===== src/rtl/fault_recovery_defs.svh =====
/*
 * Constants of the fault recovery controller: timing counts, selector
 * widths and reset values. Assumes a 200 MHz clock.
 */
// Operation
// With auto recovery on and drive locked, resume once the fault cause clears.
// Keep the fault-state indicator inactive while automatic attempts are running.
// When attempts fail, stay faulted and assert the fault-state indicator.
// Keep the fault relay activated while automatic recovery is enabled.
// Level-sensitive two-wire run control is recommended while auto recovery is used.
// When the overall time limit expires without restart, lock until power cycle.
// Attempts are spaced 1 s, 5 s, 10 s, then 60 s each.
// An attempt succeeds only with fault gone and run conditions permitting.
// Time limit selectable 5, 10, 30 min, 1, 2, 3 h or unlimited; default 5 min.
// Auto recovery is off after reset; limit applies only while it is enabled.
// Clear a fault on a rising edge of the selected source if cause removed.
// The keypad stop-reset key triggers the same manual fault clear.
// Manual source: none, local input (default 4), extension, cabinet, or fieldbus bit.
// Product restart does a fault clear, then a power-off/power-on like sequence.
// Interval sequence and limit timer restart from the start on each new lock.
`ifndef FAULT_RECOVERY_DEFS_SVH
`define FAULT_RECOVERY_DEFS_SVH

`define FRC_CLOCK_HZ        200000000
`define FRC_WAIT1_S         1
`define FRC_WAIT2_S         5
`define FRC_WAIT3_S         10
`define FRC_WAITN_S         60
`define FRC_LIMIT_SEL_W     3
`define FRC_LIMIT_SEL_RST   3'h0
`define FRC_LIMIT_5MIN_S    300
`define FRC_LIMIT_10MIN_S   600
`define FRC_LIMIT_30MIN_S   1800
`define FRC_LIMIT_1H_S      3600
`define FRC_LIMIT_2H_S      7200
`define FRC_LIMIT_3H_S      10800
`define FRC_SRC_W           3
`define FRC_SRC_RST         3'h1
`define FRC_IDX_W           4
`define FRC_IDX_RST         4'h3
`define FRC_RESTART_CYC     16

`endif


===== src/rtl/fault_recovery_pkg.sv =====
/*
 * Types of the fault recovery controller.
 * Assumes the constants header is included by users where counts are needed.
 */
package fault_recovery_pkg;

    typedef enum logic [2:0] {
        ST_RUN,
        ST_AUTO_WAIT,
        ST_MANUAL_LOCK,
        ST_EXPIRED_LOCK,
        ST_RESTART
    } recover_state_t;

    typedef enum logic [2:0] {
        SRC_NONE,
        SRC_LOCAL,
        SRC_EXTENSION,
        SRC_CABINET,
        SRC_FIELDBUS
    } reset_src_t;

endpackage


===== src/rtl/seconds_tick_if.sv =====
/*
 * Carrier between the controller and its seconds time base.
 * Assumes one clock shared by both ends.
 */
`timescale 1ns/1ps
`default_nettype none
interface seconds_tick_if;
    logic restart;
    logic tick;
    modport base (input restart, output tick);
    modport user (output restart, input tick);
endinterface
`default_nettype wire


===== src/rtl/seconds_tick.sv =====
/*
 * Seconds time base: one-cycle tick each second, restartable.
 * Assumes clock enable and clock shared with the controller.
 */
`timescale 1ns/1ps
`default_nettype none
`include "fault_recovery_defs.svh"
module seconds_tick #(
    parameter int CYCLES_PER_S = `FRC_CLOCK_HZ
) (
    input  wire logic        clock_i,
    input  wire logic        rst_i,
    input  wire logic        enable_i,
    seconds_tick_if.base     tb
);
    logic [31:0] count;
    logic [31:0] next_count;
    logic        tick_q;
    logic        next_tick;

    always_comb begin
        next_count = count;
        next_tick  = 1'b0;
        if (tb.restart) begin
            next_count = 32'h0;
        end else if (count >= 32'(CYCLES_PER_S - 1)) begin
            next_count = 32'h0;
            next_tick  = 1'b1;
        end else begin
            next_count = count + 32'h1;
        end
    end

    always_ff @(posedge clock_i or posedge rst_i) begin
        if (rst_i) begin
            count  <= 32'h0;
            tick_q <= 1'b0;
        end else if (enable_i) begin
            count  <= next_count;
            tick_q <= next_tick;
        end
    end

    assign tb.tick = tick_q;
endmodule
`default_nettype wire


===== src/rtl/fault_recovery_controller.sv =====
/*
 * Fault recovery controller: automatic retries on a growing schedule with
 * an overall time limit, manual clears on a rising edge of a selected source
 * or the keypad key, and product restart.
 * Assumes all inputs synchronous to clock_i; time base of seconds.
 */
`timescale 1ns/1ps
`default_nettype none
`include "fault_recovery_defs.svh"
module fault_recovery_controller #(
    parameter int CYCLES_PER_S = `FRC_CLOCK_HZ,
    parameter int RESTART_CYC  = `FRC_RESTART_CYC,
    parameter int LOCAL_N      = 8,
    parameter int EXT_N        = 6,
    parameter int CAB_N        = 8,
    parameter int BUS_N        = 16
) (
    // Clock, reset, enable.
    input  wire logic                        clock_i,
    input  wire logic                        rst_i,
    input  wire logic                        enable_i,
    // Configuration.
    input  wire logic                        auto_recover_enable_i,
    input  wire logic [`FRC_LIMIT_SEL_W-1:0] limit_sel_i,
    input  wire logic [`FRC_SRC_W-1:0]       reset_src_i,
    input  wire logic [`FRC_IDX_W-1:0]       reset_idx_i,
    // Drive status and reset sources.
    input  wire logic                        fault_i,
    input  wire logic                        run_permit_i,
    input  wire logic [LOCAL_N-1:0]          local_in_i,
    input  wire logic [EXT_N-1:0]            ext_in_i,
    input  wire logic [CAB_N-1:0]            cab_in_i,
    input  wire logic [BUS_N-1:0]            bus_cmd_i,
    input  wire logic                        key_stop_reset_i,
    input  wire logic                        product_restart_i,
    // Status outputs.
    output logic                             locked_o,
    output logic                             fault_state_o,
    output logic                             fault_relay_o,
    output logic                             fault_clear_o,
    output logic                             restart_seq_o,
    output logic                             auto_active_o
);
    localparam int WAIT1_S = `FRC_WAIT1_S;
    localparam int WAIT2_S = `FRC_WAIT2_S;
    localparam int WAIT3_S = `FRC_WAIT3_S;
    localparam int WAITN_S = `FRC_WAITN_S;
    // Overall limits in seconds; a 16-bit seconds count covers the longest one.
    localparam int LIM_5MIN_S  = `FRC_LIMIT_5MIN_S;
    localparam int LIM_10MIN_S = `FRC_LIMIT_10MIN_S;
    localparam int LIM_30MIN_S = `FRC_LIMIT_30MIN_S;
    localparam int LIM_1H_S    = `FRC_LIMIT_1H_S;
    localparam int LIM_2H_S    = `FRC_LIMIT_2H_S;
    localparam int LIM_3H_S    = `FRC_LIMIT_3H_S;

    // The seconds base restarts at each new automatic lock, so the first wait is a full second.
    seconds_tick_if tb ();

    seconds_tick #(
        .CYCLES_PER_S (CYCLES_PER_S)
    ) u_tick (
        .clock_i  (clock_i),
        .rst_i    (rst_i),
        .enable_i (enable_i),
        .tb       (tb)
    );

    fault_recovery_pkg::recover_state_t state;
    fault_recovery_pkg::recover_state_t next_state;
    logic [15:0] wait_s;
    logic [15:0] next_wait_s;
    logic [15:0] total_s;
    logic [15:0] next_total_s;
    logic [1:0]  attempt;
    logic [1:0]  next_attempt;
    logic [7:0]  rs_count;
    logic [7:0]  next_rs_count;
    logic        src_prev;
    logic        key_prev;
    logic        pr_prev;
    logic        next_src_prev;
    logic        next_key_prev;
    logic        next_pr_prev;
    logic        next_locked;
    logic        next_fault_state;
    logic        next_fault_relay;
    logic        next_fault_clear;
    logic        next_restart_seq;
    logic        next_auto_active;
    logic        src_level;
    logic        manual_edge;
    logic        restart_edge;
    logic [15:0] limit_s;
    logic        unlimited;
    logic [15:0] attempt_wait_s;
    logic        tick_restart;
    logic [15:0] total_after;
    logic [15:0] wait_after;
    logic        limit_hit;
    logic        wait_done;

    // Selected manual source level.
    // An index beyond the width of the chosen source wraps, so every setting picks a real bit.
    always_comb begin
        src_level = 1'b0;
        case (fault_recovery_pkg::reset_src_t'(reset_src_i))
            fault_recovery_pkg::SRC_LOCAL:
                src_level = local_in_i[reset_idx_i % LOCAL_N];
            fault_recovery_pkg::SRC_EXTENSION:
                src_level = ext_in_i[reset_idx_i % EXT_N];
            fault_recovery_pkg::SRC_CABINET:
                src_level = cab_in_i[reset_idx_i % CAB_N];
            fault_recovery_pkg::SRC_FIELDBUS:
                src_level = bus_cmd_i[reset_idx_i % BUS_N];
            default:
                src_level = 1'b0;
        endcase
    end

    // Rising edges of selected source or keypad key.
    assign manual_edge  = (src_level & ~src_prev) | (key_stop_reset_i & ~key_prev);
    assign restart_edge = product_restart_i & ~pr_prev;

    // Edge detectors follow their inputs on every enabled cycle.
    always_comb begin
        next_src_prev = src_level;
        next_key_prev = key_stop_reset_i;
        next_pr_prev  = product_restart_i;
    end

    // Cleared at reset, so a source already high at release reads as a fresh edge.
    always_ff @(posedge clock_i or posedge rst_i) begin
        if (rst_i) begin
            src_prev <= 1'b0;
            key_prev <= 1'b0;
            pr_prev  <= 1'b0;
        end else if (enable_i) begin
            src_prev <= next_src_prev;
            key_prev <= next_key_prev;
            pr_prev  <= next_pr_prev;
        end
    end

    // Overall time limit lookup.
    always_comb begin
        unlimited = 1'b0;
        case (limit_sel_i)
            3'h0:    limit_s = 16'(LIM_5MIN_S);
            3'h1:    limit_s = 16'(LIM_10MIN_S);
            3'h2:    limit_s = 16'(LIM_30MIN_S);
            3'h3:    limit_s = 16'(LIM_1H_S);
            3'h4:    limit_s = 16'(LIM_2H_S);
            3'h5:    limit_s = 16'(LIM_3H_S);
            default: begin
                limit_s   = 16'hffff;
                unlimited = 1'b1;
            end
        endcase
    end

    // Growing attempt spacing.
    always_comb begin
        case (attempt)
            2'h0:    attempt_wait_s = 16'(WAIT1_S);
            2'h1:    attempt_wait_s = 16'(WAIT2_S);
            2'h2:    attempt_wait_s = 16'(WAIT3_S);
            default: attempt_wait_s = 16'(WAITN_S);
        endcase
    end

    // Seconds after the tick being taken. The total saturates, so a long unlimited run
    // cannot wrap below a finite limit selected later; it expires at the next tick.
    always_comb begin
        total_after = (total_s == 16'hffff) ? total_s : total_s + 16'h1;
        wait_after  = wait_s + 16'h1;
        limit_hit   = !unlimited && (total_after >= limit_s);
        wait_done   = wait_after >= attempt_wait_s;
    end

    // Lock handling; a product restart request overrides whatever the lock would do.
    always_comb begin
        next_state    = state;
        next_wait_s   = wait_s;
        next_total_s  = total_s;
        next_attempt  = attempt;
        next_rs_count = rs_count;
        next_fault_clear = 1'b0;
        tick_restart  = 1'b0;
        case (state)
            fault_recovery_pkg::ST_RUN: begin
                if (fault_i && auto_recover_enable_i) begin
                    // Fresh schedule and limit on every new lock.
                    next_state   = fault_recovery_pkg::ST_AUTO_WAIT;
                    next_wait_s  = 16'h0;
                    next_total_s = 16'h0;
                    next_attempt = 2'h0;
                    tick_restart = 1'b1;
                end else if (fault_i) begin
                    // Without automatic recovery the fault is reported at once.
                    next_state = fault_recovery_pkg::ST_MANUAL_LOCK;
                end
            end
            fault_recovery_pkg::ST_AUTO_WAIT: begin
                if (!auto_recover_enable_i) begin
                    // Turning auto recovery off drops back to manual clearing.
                    next_state = fault_recovery_pkg::ST_MANUAL_LOCK;
                end else if (tb.tick) begin
                    next_total_s = total_after;
                    next_wait_s  = wait_after;
                    if (limit_hit) begin
                        next_state = fault_recovery_pkg::ST_EXPIRED_LOCK;
                    end else if (wait_done) begin
                        next_wait_s = 16'h0;
                        if (attempt != 2'h3) begin
                            next_attempt = attempt + 2'h1;
                        end
                        if (!fault_i && run_permit_i) begin
                            next_state       = fault_recovery_pkg::ST_RUN;
                            next_fault_clear = 1'b1;
                        end
                    end
                end
            end
            fault_recovery_pkg::ST_MANUAL_LOCK: begin
                if (manual_edge && !fault_i) begin
                    next_state       = fault_recovery_pkg::ST_RUN;
                    next_fault_clear = 1'b1;
                end
            end
            fault_recovery_pkg::ST_EXPIRED_LOCK: begin
                // Only a power cycle leaves this state, apart from product restart.
                next_state = state;
            end
            fault_recovery_pkg::ST_RESTART: begin
                // A fixed length stands in for the power-down and power-up steps.
                if (rs_count >= 8'(RESTART_CYC - 1)) begin
                    next_state = fault_recovery_pkg::ST_RUN;
                end else begin
                    next_rs_count = rs_count + 8'h1;
                end
            end
            default: next_state = fault_recovery_pkg::ST_RUN;
        endcase
        // Product restart acts only when locked; it models a power cycle.
        if (restart_edge && state != fault_recovery_pkg::ST_RUN
                && state != fault_recovery_pkg::ST_RESTART) begin
            next_state       = fault_recovery_pkg::ST_RESTART;
            next_rs_count    = 8'h0;
            next_fault_clear = 1'b1;
        end
    end

    assign tb.restart = tick_restart;

    // Outputs follow the next state, so each changes at the edge that takes its cause.
    always_comb begin
        next_locked      = (next_state != fault_recovery_pkg::ST_RUN);
        // Hidden during attempts, shown once they fail or when not automatic.
        next_fault_state = (next_state == fault_recovery_pkg::ST_MANUAL_LOCK)
                        || (next_state == fault_recovery_pkg::ST_EXPIRED_LOCK);
        // Relay held active while auto recovery is enabled.
        next_fault_relay = auto_recover_enable_i || !next_fault_state;
        next_restart_seq = (next_state == fault_recovery_pkg::ST_RESTART);
        next_auto_active = (next_state == fault_recovery_pkg::ST_AUTO_WAIT);
    end

    // A low enable freezes every counter together with the seconds base.
    always_ff @(posedge clock_i or posedge rst_i) begin
        if (rst_i) begin
            state    <= fault_recovery_pkg::ST_RUN;
            wait_s   <= 16'h0;
            total_s  <= 16'h0;
            attempt  <= 2'h0;
            rs_count <= 8'h0;
        end else if (enable_i) begin
            state    <= next_state;
            wait_s   <= next_wait_s;
            total_s  <= next_total_s;
            attempt  <= next_attempt;
            rs_count <= next_rs_count;
        end
    end

    // The relay idles active, as no fault is reported out of reset.
    always_ff @(posedge clock_i or posedge rst_i) begin
        if (rst_i) begin
            locked_o      <= 1'b0;
            fault_state_o <= 1'b0;
            fault_relay_o <= 1'b1;
            fault_clear_o <= 1'b0;
            restart_seq_o <= 1'b0;
            auto_active_o <= 1'b0;
        end else if (enable_i) begin
            locked_o      <= next_locked;
            fault_state_o <= next_fault_state;
            fault_relay_o <= next_fault_relay;
            fault_clear_o <= next_fault_clear;
            restart_seq_o <= next_restart_seq;
            auto_active_o <= next_auto_active;
        end
    end
endmodule
`default_nettype wire


===== config.mk =====
export PLATFORM = sky130hd
export DESIGN_NAME = fault_recovery_controller
export DESIGN_NICKNAME = d
export VERILOG_FILES = /design/src/rtl/fault_recovery_pkg.sv /design/src/rtl/seconds_tick_if.sv /design/src/rtl/seconds_tick.sv /design/src/rtl/fault_recovery_controller.sv
export VERILOG_INCLUDE_DIRS = /design/src /design/src/rtl
export SDC_FILE = /design/constraint.sdc
export NUM_CORES = 1
export LEC_CHECK = 0
export BUFFER_PORTS_ARGS = -buffer_cell sky130_fd_sc_hd__buf_4
export CORE_MARGIN = 2
export CORE_UTILIZATION = 58
export DETAILED_ROUTE_END_ITERATION = 6
export PLACE_DENSITY = 0.8
export SYNTH_ARGS = -nofsm -noshare
export SYNTH_HDL_FRONTEND = slang
export SYNTH_SLANG_ARGS = --single-unit

===== constraint.sdc =====
create_clock -name clock_i -period 7.6 [get_ports clock_i]
set_clock_uncertainty 0.1 [all_clocks]
set_input_delay 1.52 -clock clock_i [delete_from_list [all_inputs] [get_ports clock_i]]
set_output_delay 1.52 -clock clock_i [all_outputs]
set_load 0.01 [all_outputs]

# [Word-level counts from Yosys, hierarchy flattened]
# Cells that the tools add are included.
[totals] ff_bits=87 input_bits=56 output_inout_bits=6 word_cells=142
[op_classes] addsub=5 n_div=1 order_cmp=7 n_eq_ne=29 muxes=56 bitwise_logic=7 n_reduce_logical=21
[op_table] cell="16-bit 2-to-1 mux" count=8
[op_table] cell="16-bit one-hot mux with 6 select lines" count=1
[op_table] cell="32-bit 2-to-1 mux" count=2
[op_table] cell="16-bit one-hot mux with 2 select lines" count=2
[op_table] cell="16-bit by 1-bit adder with 16-bit output, second input constant" count=2
[op_table] cell="32-bit by 1-bit adder with 32-bit output, second input constant" count=1
[op_table] cell="16-bit >= comparator" count=2
[op_table] cell="32-bit by 28-bit >= comparator with 1-bit output, second input constant" count=1
[op_table] cell="32-bit by 4-bit less-than comparator with 1-bit output, second input constant" count=1
[op_table] cell="4-bit by 3-bit remainder unit with 32-bit output, second input constant" count=1
[op_table] cell="3-bit 2-to-1 mux" count=10
[op_table] cell="3-bit by 2-bit == test with 1-bit output, second input constant" count=8
[op_table] cell="8-bit 2-to-1 mux" count=3
[op_table] cell="6-bit one-hot mux with 3 select lines" count=1
[op_table] cell="16-bit == test, second input constant" count=1
[op_table] cell="3-bit == test, second input constant" count=5
[op_table] cell="1-bit 2-to-1 mux" count=15
[op_table] cell="3-bit one-hot mux with 5 select lines" count=1
[op_table] cell="3-bit by 1-bit == test with 1-bit output, second input constant" count=4
[op_table] cell="2-bit 2-to-1 mux" count=6
[op_table] cell="2-bit inequality test, second input constant" count=6
[op_table] cell="1-bit binary-select mux with 3-bit select" count=3
[op_table] cell="8-bit by 1-bit adder with 8-bit output, second input constant" count=1
[op_table] cell="8-bit by 4-bit >= comparator with 1-bit output, second input constant" count=1
[op_table] cell="25 further kinds" count=40

# [Depth between registers and ports, before layout]
# Gate-level depths: netlist of run 1.
[depth] ltp_word=14 depth_mapped=19 depth_no_buf=16

# [Modules after synthesis]
# From an unflattened synthesis of run 1, not the netlist that was laid out.
[hier_totals] cells_unflattened=663 hier_area_um2=5939.4
[modules_own_cells] mod="fault_recovery_controller" instances=1 cells_each=464 area_each_um2=4147.7 seq_area_each_um2=1352.5
[modules_own_cells] mod="seconds_tick" instances=1 cells_each=199 area_each_um2=1791.7 seq_area_each_um2=825.8

# [Worst setup path before layout of run 1]
# Ideal clock, no wire load.
[synth_path] kind="in2reg" startpoint="input port limit_sel_i[1]" endpoint="register attempt[0]" t_arrival_ns=3.943 required_ns=7.421 path_slack_ns=3.477 path_stages=13 path_cell_list="clkbuf_1 > nand2_1 > inv_1 > ha_1 > or3b_2 > o2111ai_1 > a31o_2 > a211oi_1 > a31oi_2 > buf_6 > nand3_2 > or3_1 > mux2i_1"
[synth_via] elab_chain_cells=6 word_cells_on_any_way=12
[synth_rtl] element="start, declared" line="fault_recovery_controller.sv:24" rtl="input wire logic [`FRC_LIMIT_SEL_W-1:0] limit_sel_i,"
[synth_rtl] element="3-bit == test, or another cell as far along" line="fault_recovery_controller.sv:147" rtl="case (limit_sel_i)"
[synth_rtl] element="16-bit one-hot mux with 6 select lines" line="fault_recovery_controller.sv:147"
[synth_rtl] element="16-bit >= comparator" line="fault_recovery_controller.sv:176" rtl="limit_hit = !unlimited && (total_after >= limit_s);"
[synth_rtl] element="1-bit logical AND (*)" line="fault_recovery_controller.sv:176"
[synth_rtl] element="2-bit inequality test (no line) (*)"
[synth_rtl] element="8-bit AND reduction (no line) (*)"
[synth_rtl] element="end signal, assigned" line="fault_recovery_controller.sv:279" rtl="attempt <= next_attempt;"
[synth_rtl] element="end, declared" line="fault_recovery_controller.sv:74" rtl="logic [1:0] attempt;"
# Every way passes the cells marked *; elsewhere a longest branch is shown, timed or not.
# A chain may end at the register's enable or synchronous reset.

# [Worst setup path after layout of run 1]
[layout_path] startpoint="register total_s[4]" endpoint="register wait_s[11]"
[layout_via] elab_chain_cells=8 word_cells_on_any_way=9
[layout_rtl] element="start, declared" line="fault_recovery_controller.sv:72" rtl="logic [15:0] total_s;"
[layout_rtl] element="start signal, assigned" line="fault_recovery_controller.sv:278" rtl="total_s <= next_total_s;"
[layout_rtl] element="16-bit by 1-bit adder with 16-bit output or 16-bit == test (tied branches)" line="fault_recovery_controller.sv:174" rtl="total_after = (total_s == 16'hffff) ? total_s : total_s + 16'h1;"
[layout_rtl] element="16-bit 2-to-1 mux (*)" line="fault_recovery_controller.sv:174"
[layout_rtl] element="16-bit >= comparator (*)" line="fault_recovery_controller.sv:176"
[layout_rtl] element="1-bit logical AND (*)" line="fault_recovery_controller.sv:176"
[layout_rtl] element="16-bit 2-to-1 mux (*)" line="fault_recovery_controller.sv:210" rtl="if (limit_hit) begin"
[layout_rtl] element="16-bit 2-to-1 mux (*)" line="fault_recovery_controller.sv:207" rtl="end else if (tb.tick) begin"
[layout_rtl] element="16-bit 2-to-1 mux (*)" line="fault_recovery_controller.sv:204" rtl="if (!auto_recover_enable_i) begin"
[layout_rtl] element="16-bit one-hot mux with 2 select lines (*)" line="fault_recovery_controller.sv:189" rtl="case (state)"
[layout_rtl] element="end signal, assigned" line="fault_recovery_controller.sv:277" rtl="wait_s <= next_wait_s;"
[layout_rtl] element="end, declared" line="fault_recovery_controller.sv:70" rtl="logic [15:0] wait_s;"
# Every way passes the cells marked *; elsewhere a longest branch is shown, timed or not. The select of a mux whose other input is x is not followed.

==> flow_summary.ini, run 1 <==
[power]
p_switching_mw = 0.476
clkPwrFrac_pct = 24.6
peakVddDrop_v = 0.000183
p_int_mw = 0.797
power.density_nw_per_um2 = 191
seqPwrFrac_pct = 45.9
combPwrFrac_pct = 29.5
p_sw_share_pct = 37.4
power_leakage_nw = 2.93

[cts]
worstSkewPairLatency_ps = 400
clk_path_buf_depth = 2
clk_pin_slew_ps = 100
post_cts_resize_count = 0
post-cts-setup-buffer-count = 0
cts_tree = yes
cts-buffers-inserted = 9
ctsHoldBuffers = 0
cts_num_sinks = 87
clockRootBuffer = clkbuf_8
htreeDepth = 3

[placement]
io_buffer_count = 61
place_area_um2 = 6490
pre_cts_slack_ps = 2910
gp_congestion = 0.945
post-dp-hpwl_mm = 10.3

[synth]
synth_nets = 782
synth_ff_type = dfrtp_1
yosys_register_bits = 87
async_flop_share_pct = 100
synth_edf_count = 0
synth-seq-area-share_pct = 36.5
netlist_instances = 695
syn_area_um2 = 5970
ys_warn_count = 0
synth_cell_types = 68
avgSynthCellArea_um2 = 8.59

[floorplanning]
core_um2 = 10100
die_x_um = 105
pin_count = 62
die_area_um2 = 11100
start_util_pct = 58.9
die_h_um = 105
rows = 37

[critical_path]
worstReg2RegEnd = wait_s[11]
end_kind = register
crit_top_cell = nor2_1
rrSetupSlack_ps = 2720
ff2ff_path_depth = 15
start_kind = register
slowest_delay_ps = 640
critPathSlowestCell = nor2_1
path_delay_family = simple AND/OR/NAND/NOR gates
cp_max_fo = 12
critPathBufInv = 0
required_ps = 7810
critPathKind = register to register
rr_startpoint = total_s[4]
cp_cell_sequence = and4_1, nand4_1, nor3_1, nor2b_1, and3_1, xor2_1, ha_1, o2111ai_1, a31oi_1, nor2_1, a211oi_1, a31oi_2, nor2_1, a21oi_1, o21ai_0
critPathArrivalTime_ps = 5100

[sta]
final.min_clock_period_ps = 4880
hold_violations = 0
fmax_ghz = 0.205
slew_headroom_pct = 27.7
finalSetupTns_ps = 0
rsz0062_at_grt = false
tightest_slew_ps = 1080
fin_crit_sh_pct = 64.2
fin_ws_ps = 2720
setup_viol = 0
slew_violations = 0

[detailed_routing]
drt_first_pass_iters = 7
wirelength_mm = 14.5
vias = 5507
drc = 0
ant_nets = 0
wl_per_cell_um = 16.5
drt_iter0_markers = 372
viasPerCell = 6.26

[cells_and_area]
final_area_um2 = 6670
layout_commonest_cell = dfrtp_1
final_layout_size_suffix_gt1_share_pct = 14.0
n_antenna_cell = 0
layout_common_cells = dfrtp_1 (86), nand2_1 (75), buf_4 (64), o21ai_0 (60), nor2_1 (54)
area_growth_pct = 11.6
layout.nets = 826

[global_routing]
antenna_found_initial = 0
grt_pass1_wl_mm = 24.4
grt_overflow_total = 0
grt_pass1_vias = 5298
grt_usage_pct = 27.1
grt_max_degree = 88

[hold_path]
min_path_type = register to register
whs_path_depth = 2
hold_path_end = total_s[11]
min_from = total_s[11]

[run_status]
status = completed

[run]
cap_viol_max_count = 0
-- Yosys cell counts (6+ instances only) --
cell / count / share of area, %
and3_1: 14 / 1.5
ha_1: 31 / 6.5
nand3_1: 34 / 2.8
o21ai_0: 60 / 5.0
dfrtp_1: 86 / 36
or3_1: 10 / 1.0
a22o_1: 6 / 0.88
nor4_1: 7 / 0.73
a21o_1: 8 / 1.0
nand4_1: 13 / 1.4
mux2_2: 7 / 1.3
clkbuf_1: 20 / 1.3
xnor2_1: 15 / 2.2
nor2b_1: 10 / 1.0
xor2_1: 7 / 1.0
and2_1: 6 / 0.63
nor2_1: 54 / 3.4
nand2b_1: 9 / 0.94
o2bb2ai_1: 7 / 1.0
mux4_2: 6 / 2.3
a31oi_1: 12 / 1.3
a21oi_1: 36 / 3.0
nor3_1: 23 / 1.9
mux2i_1: 9 / 1.5
o41ai_1: 6 / 0.88
o31ai_1: 17 / 2.1
nor3b_1: 8 / 1.0
nand2_1: 75 / 4.7
inv_1: 28 / 1.8
-- per-stage QoR --
step                cells  hold WS [ps]  util, %  power (mW)
CTS                   880           395     65.8        1.28
finish                880           394     65.8        1.27
global placement      864           351     64.0       0.948
floorplan             695           338        -       0.845
detailed placement    864           374     64.0       0.964
global route          880           430     65.8        1.35
-- worst register-to-register path, stage by stage, from the launching register on --
cell	delay, ps
dfrtp_1	490
and4_1	310
nand4_1	210
nor3_1	550
nor2b_1	280
and3_1	290
xor2_1	150
ha_1	320
o2111ai_1	110
a31oi_1	180
nor2_1	60
a211oi_1	540
a31oi_2	260
nor2_1	640
a21oi_1	160
o21ai_0	160
-- power groups by stage --
stage | combinational (mW) | clock (mW) | sequential, mW
after detailed placement | 0.374 | 0 | 0.590
after global placement | 0.361 | 0 | 0.587
final | 0.376 | 0.313 | 0.584
after floorplan | 0.261 | 0 | 0.583
after CTS | 0.376 | 0.318 | 0.582
after global routing | 0.424 | 0.337 | 0.593
-- sequential cells by signal, indices dropped and copies added, names as in the netlist --
register        count
attempt             2
auto_active_o       1
fault_clear_o       1
fault_relay_o       1
fault_state_o       1
key_prev            1
locked_o            1
pr_prev             1
restart_seq_o       1
rs_count            8
src_prev            1
state               3
total_s            16
u_tick.count       32
u_tick.tb.tick      1
wait_s             16
-- area by class of cell --
type | instances | area [µm²]
Multi-Input combinational cell | 549 | 3550
Clock buffer | 9 | 124
Sequential cell | 87 | 2180
Fill cell | 852 | 3470
Tap cell | 136 | 170
Timing Repair Buffer | 64 | 480
Clock inverter | 7 | 55.1
Inverter | 28 | 106
-- layer usage --
layer	wire length, µm	vias up	share of wire, %	GRT usage (%)
met5	0	-	0	0
met2	7210	165	50	43.9
li1	-	2664	-	-
met1	6150	2635	42	34.5
met4	401	0	2.8	11.4
met3	739	43	5.1	6.80
-- kinds of logic after synthesis --
group | after synthesis | share of synthesized area (%)
and+or+nand+nor | 284 | 24.2
adders and majority gates | 31 | 6.49
muxes | 22 | 5.09
buffers and inverters | 59 | 4.06
DFF | 87 | 36.5
AOI/OAI and AO/OA | 190 | 20.5
xor gates and xnor gates | 22 | 3.23
-- worst max path at each step --
stage | start | to | cells after the start
floorplan | limit_sel_i[1] | attempt[0] | 13
global placement | total_s[4] | wait_s[11] | 15
detailed placement | total_s[4] | wait_s[11] | 15
CTS | total_s[4] | wait_s[11] | 15
global route | total_s[4] | wait_s[15] | 15
finish | total_s[4] | wait_s[11] | 15
Power figures use the tool's default switching activity.
==> run 2, diff against run 1 <==
clock period = 4.76 ns   (was 7.6 ns; I/O delays follow)
==> run 2 against run 1 <==
Sequential share of layout area down 0.47 points. Core utilization grew 0.96 points. Global-route usage fell by 0.093 points. Clock-buffer cell count increased by 3. Hold slack worse by 18 ps. Highest routed layer unchanged. Combinational power up 65%. Maximum frequency grew 14%. Critical endpoint is now attempt[1]. Die area is the same.
==> flow_summary.ini, run 2 (synthesis results as in run 1) <==
[run_status]
status = completed

[cts]
clockRootBuffer = clkbuf_8
clk_path_buf_depth = 2
worstSkewPairLatency_ps = 380
cts_tree = yes
cts-buffers-inserted = 9
cts_num_sinks = 87
htreeDepth = 3
clk_pin_slew_ps = 90

[detailed_routing]
drt_first_pass_iters = 6
drt_iter0_markers = 413
ant_nets = 0
viasPerCell = 6.24
wl_per_cell_um = 16.5
wirelength_mm = 14.5
vias = 5507
drc = 0

[sta]
finalSetupTns_ps = 0
fin_crit_sh_pct = 90.2
slew_headroom_pct = 38.4
final.min_clock_period_ps = 4290
rsz0062_at_grt = false
tightest_slew_ps = 923
setup_viol = 0
fin_ws_ps = 465
hold_violations = 0
fmax_ghz = 0.233
slew_violations = 0
fin_hold_ws_ps = 375

[global_routing]
antenna_found_initial = 0
grt_usage_pct = 27.0
grt_pass1_wl_mm = 24.5
grt_max_degree = 55
grt_pass1_vias = 5172
grt_overflow_total = 0

[floorplanning]
die_area_um2 = 11100
die_x_um = 105
start_util_pct = 58.9
rows = 37
pin_count = 62
die_h_um = 105
core_um2 = 10100

[critical_path]
critPathSlowestCell = or4_1
required_ps = 4950
start_kind = register
path_delay_family = simple AND/OR/NAND/NOR gates
ff2ff_path_depth = 15
end_kind = register
cp.depth = 15
critPathArrivalTime_ps = 4490
slowest_delay_ps = 600
cp_cell_sequence = and4_1, nand4_1, or4_1, nor2_1, nand3_1, o21a_1, ha_1, a21oi_1, o21ai_0, nor3_1, a211oi_2, a31oi_4, nand3_2, or3_1, o22ai_1
critPathBufInv = 0
critPathKind = register to register
cp_max_fo = 12

[placement]
io_buffer_count = 61
post-dp-hpwl_mm = 10.5
place_area_um2 = 6510
pre_cts_slack_ps = 171
gp_congestion = 0.884

[power]
peakVddDrop_v = 0.000267
power.density_nw_per_um2 = 320
power_leakage_nw = 2.97

[hold_path]
whs_path_depth = 2
min_path_type = register to register

[run]
cap_viol_max_count = 0

[cells_and_area]
utilization_pct = 66.7
largest_reg_flops = 32
area_growth_pct = 13.2
fillers = 822
layout_commonest_cell = dfrtp_1
layout.nets = 829
final_area_um2 = 6760
layout_common_cells = dfrtp_1 (86), nand2_1 (75), buf_4 (67), o21ai_0 (60), nor2_1 (53)
final_layout_size_suffix_gt1_share_pct = 14.5
largest_register = u_tick.count
n_antenna_cell = 0
reg_top3 = u_tick.count (32), total_s (16), wait_s (16)
run 2: cell types whose count changed in the layout (fill, tap and decap cells not counted), moves of 2 or more:
cell       delta
buf_4         +3
bufinv_16     +2
clkbuf_8      +2
clkinv_2      -2
inv_6         -2
run 2: path summary, 6_finish.rpt:
kind / startpoint / slack, ps / endpoint
max: total_s[4] / 470 / attempt[1]
min reg2reg: total_s[11] / 380 / total_s[11]
max in group asynchronous: rst_i / 2950 / u_tick.count[26]
min in group asynchronous: rst_i / 650 / wait_s[5]
min: total_s[11] / 380 / total_s[11]
max reg2reg: total_s[4] / 470 / attempt[1]
run 2: repair_timing:
item,in CTS,in global routing
setup buffers,0,0
hold buffers,0,0
resized for setup,0,4
setup endpoints to repair,0,10
run 2: layout make-up:
cell class / count / area (µm²) / area share [%]
flip-flops and latches: 87 / 2180 / 32.2
multi-input cells: 549 / 3570 / 52.8
repair buffers: 67 / 503 / 7.44
inverters: 28 / 106 / 1.57
clock buffers: 12 / 155 / 2.29
clock inverters: 4 / 77.6 / 1.15
well taps: 136 / 170 / 2.52
run 2: report_power, final:
group          total [mW]  internal (mW)  switching (mW)
clock               0.609          0.327           0.282
combinational       0.619          0.252           0.367
sequential          0.933          0.831           0.102
total                2.16           1.41           0.751
run 2: worst reg2reg max path, delay by kind of cell (launching register included):
kind | cells | cell delay (ps)
AO/OA/AOI/OAI | 6 | 1120
flip-flops | 1 | 490
AND/OR/NAND/NOR | 8 | 2170
adder cells (fa/ha/maj) | 1 | 320
run 2: layer usage:
layer,GRT usage [%],share of wire (%)
met5,0,0
met4,9.71,1.5
met3,4.27,4.1
met2,44.2,51
met1,36.4,44
run 2: per-stage QoR:
step,instances,total power [mW]
2_1_floorplan,695,1.35
3_3_place_gp,867,1.52
3_5_place_dp,867,1.55
4_1_cts,883,2.15
5_1_grt,883,2.29
6_report,883,2.16
==> run 3, diff against run 2 <==
CELL_PAD_IN_SITES_DETAIL_PLACEMENT = 0   (was default)
CELL_PAD_IN_SITES_GLOBAL_PLACEMENT = 1   (was default)
CORE_UTILIZATION = 45   (was 58)
PLACE_DENSITY = 0.81   (was 0.8)
==> run 3 against run 2 <==
Sequential power barely moved. Clock-buffer cell count fell by 3. Critical path depth did not move. Clock power rose by 30%. Hold slack got worse by 3.4 ps. Flip-flop and latch count did not move. Critical path type unchanged. Highest routed layer unchanged. Die area rose by 28%. Core utilization fell by 14 points.
==> flow_summary.ini, run 3 (synthesis results as in run 1) <==
[cts]
clk_path_buf_depth = 2
cts-buffers-inserted = 9
cts_num_sinks = 87
worstSkewPairLatency_ps = 350
ctsHoldBuffers = 0
htreeDepth = 3
cts_tree = yes
clk_pin_slew_ps = 70
clockRootBuffer = clkbuf_16

[critical_path]
rr_startpoint = total_s[4]
ff2ff_path_depth = 15
startpoint = total_s[4]
critPathKind = register to register
rrSetupSlack_ps = 510
critPathArrivalTime_ps = 4360
start_kind = register
critPathSlowestCell = or4_1
slowest_delay_ps = 620
critPathCapture = state[1]
cp_cell_sequence = and4_1, nand4_1, or4_1, nor2_1, nand3_1, o21a_1, ha_1, a21oi_1, o21ai_0, nor3_1, a211oi_2, a21boi_0, nor3_1, a31oi_1, o21ai_0
worstReg2RegEnd = state[1]
cp_max_fo = 9
end_kind = register
required_ps = 4870

[global_routing]
antenna_found_initial = 0
grt_pass1_wl_mm = 25.9
grt_usage_pct = 22.4
grt_max_degree = 45
grt_overflow_total = 0
grt_pass1_vias = 5311

[power]
peakVddDrop_v = 0.000277
power_leakage_nw = 3.01
power.density_nw_per_um2 = 339

[sta]
final.min_clock_period_ps = 4250
fin_ws_ps = 511
rsz0062_at_grt = false
finalSetupTns_ps = 0
fin_crit_sh_pct = 89.3
slew_headroom_pct = 48.2
setup_viol = 0
tightest_slew_ps = 777
slew_violations = 0
hold_violations = 0
fmax_ghz = 0.235

[cells_and_area]
n_antenna_cell = 0
fin_cells = 924
reg_top3 = u_tick.count (32), total_s (16), wait_s (16)
largest_reg_flops = 32
area_growth_pct = 15.5
layout.nets = 830
layout_common_cells = dfrtp_1 (86), nand2_1 (75), buf_4 (68), o21ai_0 (60), nor2_1 (54)
final_layout_size_suffix_gt1_share_pct = 14.6
largest_register = u_tick.count
layout_commonest_cell = dfrtp_1

[placement]
pre_cts_slack_ps = 414
dp.cells = 908
post-dp-hpwl_mm = 10.7
io_buffer_count = 61
gp_congestion = 0.835

[floorplanning]
start_util_pct = 45.6
rows = 42
pin_count = 62
die_area_um2 = 14200
core_um2 = 13100
die_x_um = 119
die_h_um = 119

[hold_path]
min_path_type = register to register

[detailed_routing]
drt_iter0_markers = 378
wl_per_cell_um = 16.3
ant_nets = 0
viasPerCell = 5.88
drc = 0
drt_first_pass_iters = 5
vias = 5432
wirelength_mm = 15.0

[run_status]
status = completed

[run]
cap_viol_max_count = 0
==> run 3: worst min path at each step <==
stage                  startpoint             to  cells after the start  slack, ps
finish                total_s[11]    total_s[11]                      2        370
floorplan             total_s[11]    total_s[11]                      2        340
global placement      total_s[11]    total_s[11]                      2        350
CTS                   total_s[11]    total_s[11]                      2        370
detailed placement    total_s[11]    total_s[11]                      2        360
global route        restart_seq_o  restart_seq_o                      1        420
==> run 3: critical path: cells and delay by family, from the launching register on <==
| family | cells | cell delay (ps) |
|---|---|---|
| flops | 1 | 480 |
| fa+ha+maj | 1 | 320 |
| simple gates | 7 | 1800 |
| compound gates | 7 | 1400 |
==> run 3: cell type report <==
class | instances | area (µm²)
repair buffers | 68 | 510
inverters | 28 | 106
fillers | 1227 | 6180
clock buffers | 9 | 225
multi-input cells | 549 | 3560
flip-flops and latches | 87 | 2180
well taps | 176 | 220
clock inverters | 7 | 104
==> run 3: layer usage <==
| metal | track usage, % | vias to the layer above | part of all wire, % |
|---|---|---|---|
| met5 | 0 | - | 0 |
| met4 | 7.07 | 0 | 1.6 |
| met3 | 4.02 | 19 | 4.1 |
| met2 | 36.9 | 130 | 48 |
| met1 | 29.8 | 2615 | 46 |
| li1 | - | 2668 | - |
==> run 3: power by group <==
group	leakage, nW	switching (mW)	internal, mW	total, mW
Combinational	1.69	0.358	0.254	0.613
Clock	0.154	0.327	0.467	0.793
Sequential	1.17	0.104	0.832	0.936
==> run 3: repair_timing <==
item	CTS	global route
setup endpoints to repair	0	1
endpoints found under the hold margin	0	0
resized for setup	0	1
setup buffers	0	0
==> run 3: metrics by stage <==
stage / hold WS, ps / cell area [µm²] / util, % / power [mW]
after floorplan: 338 / 5970 / - / 1.35
after global placement: 351 / 6570 / 50.2 / 1.54
after detailed placement: 357 / 6570 / 50.2 / 1.56
after CTS: 372 / 6900 / 52.7 / 2.37
after global routing: 415 / 6900 / 52.7 / 2.50
final: 372 / 6900 / 52.7 / 2.34
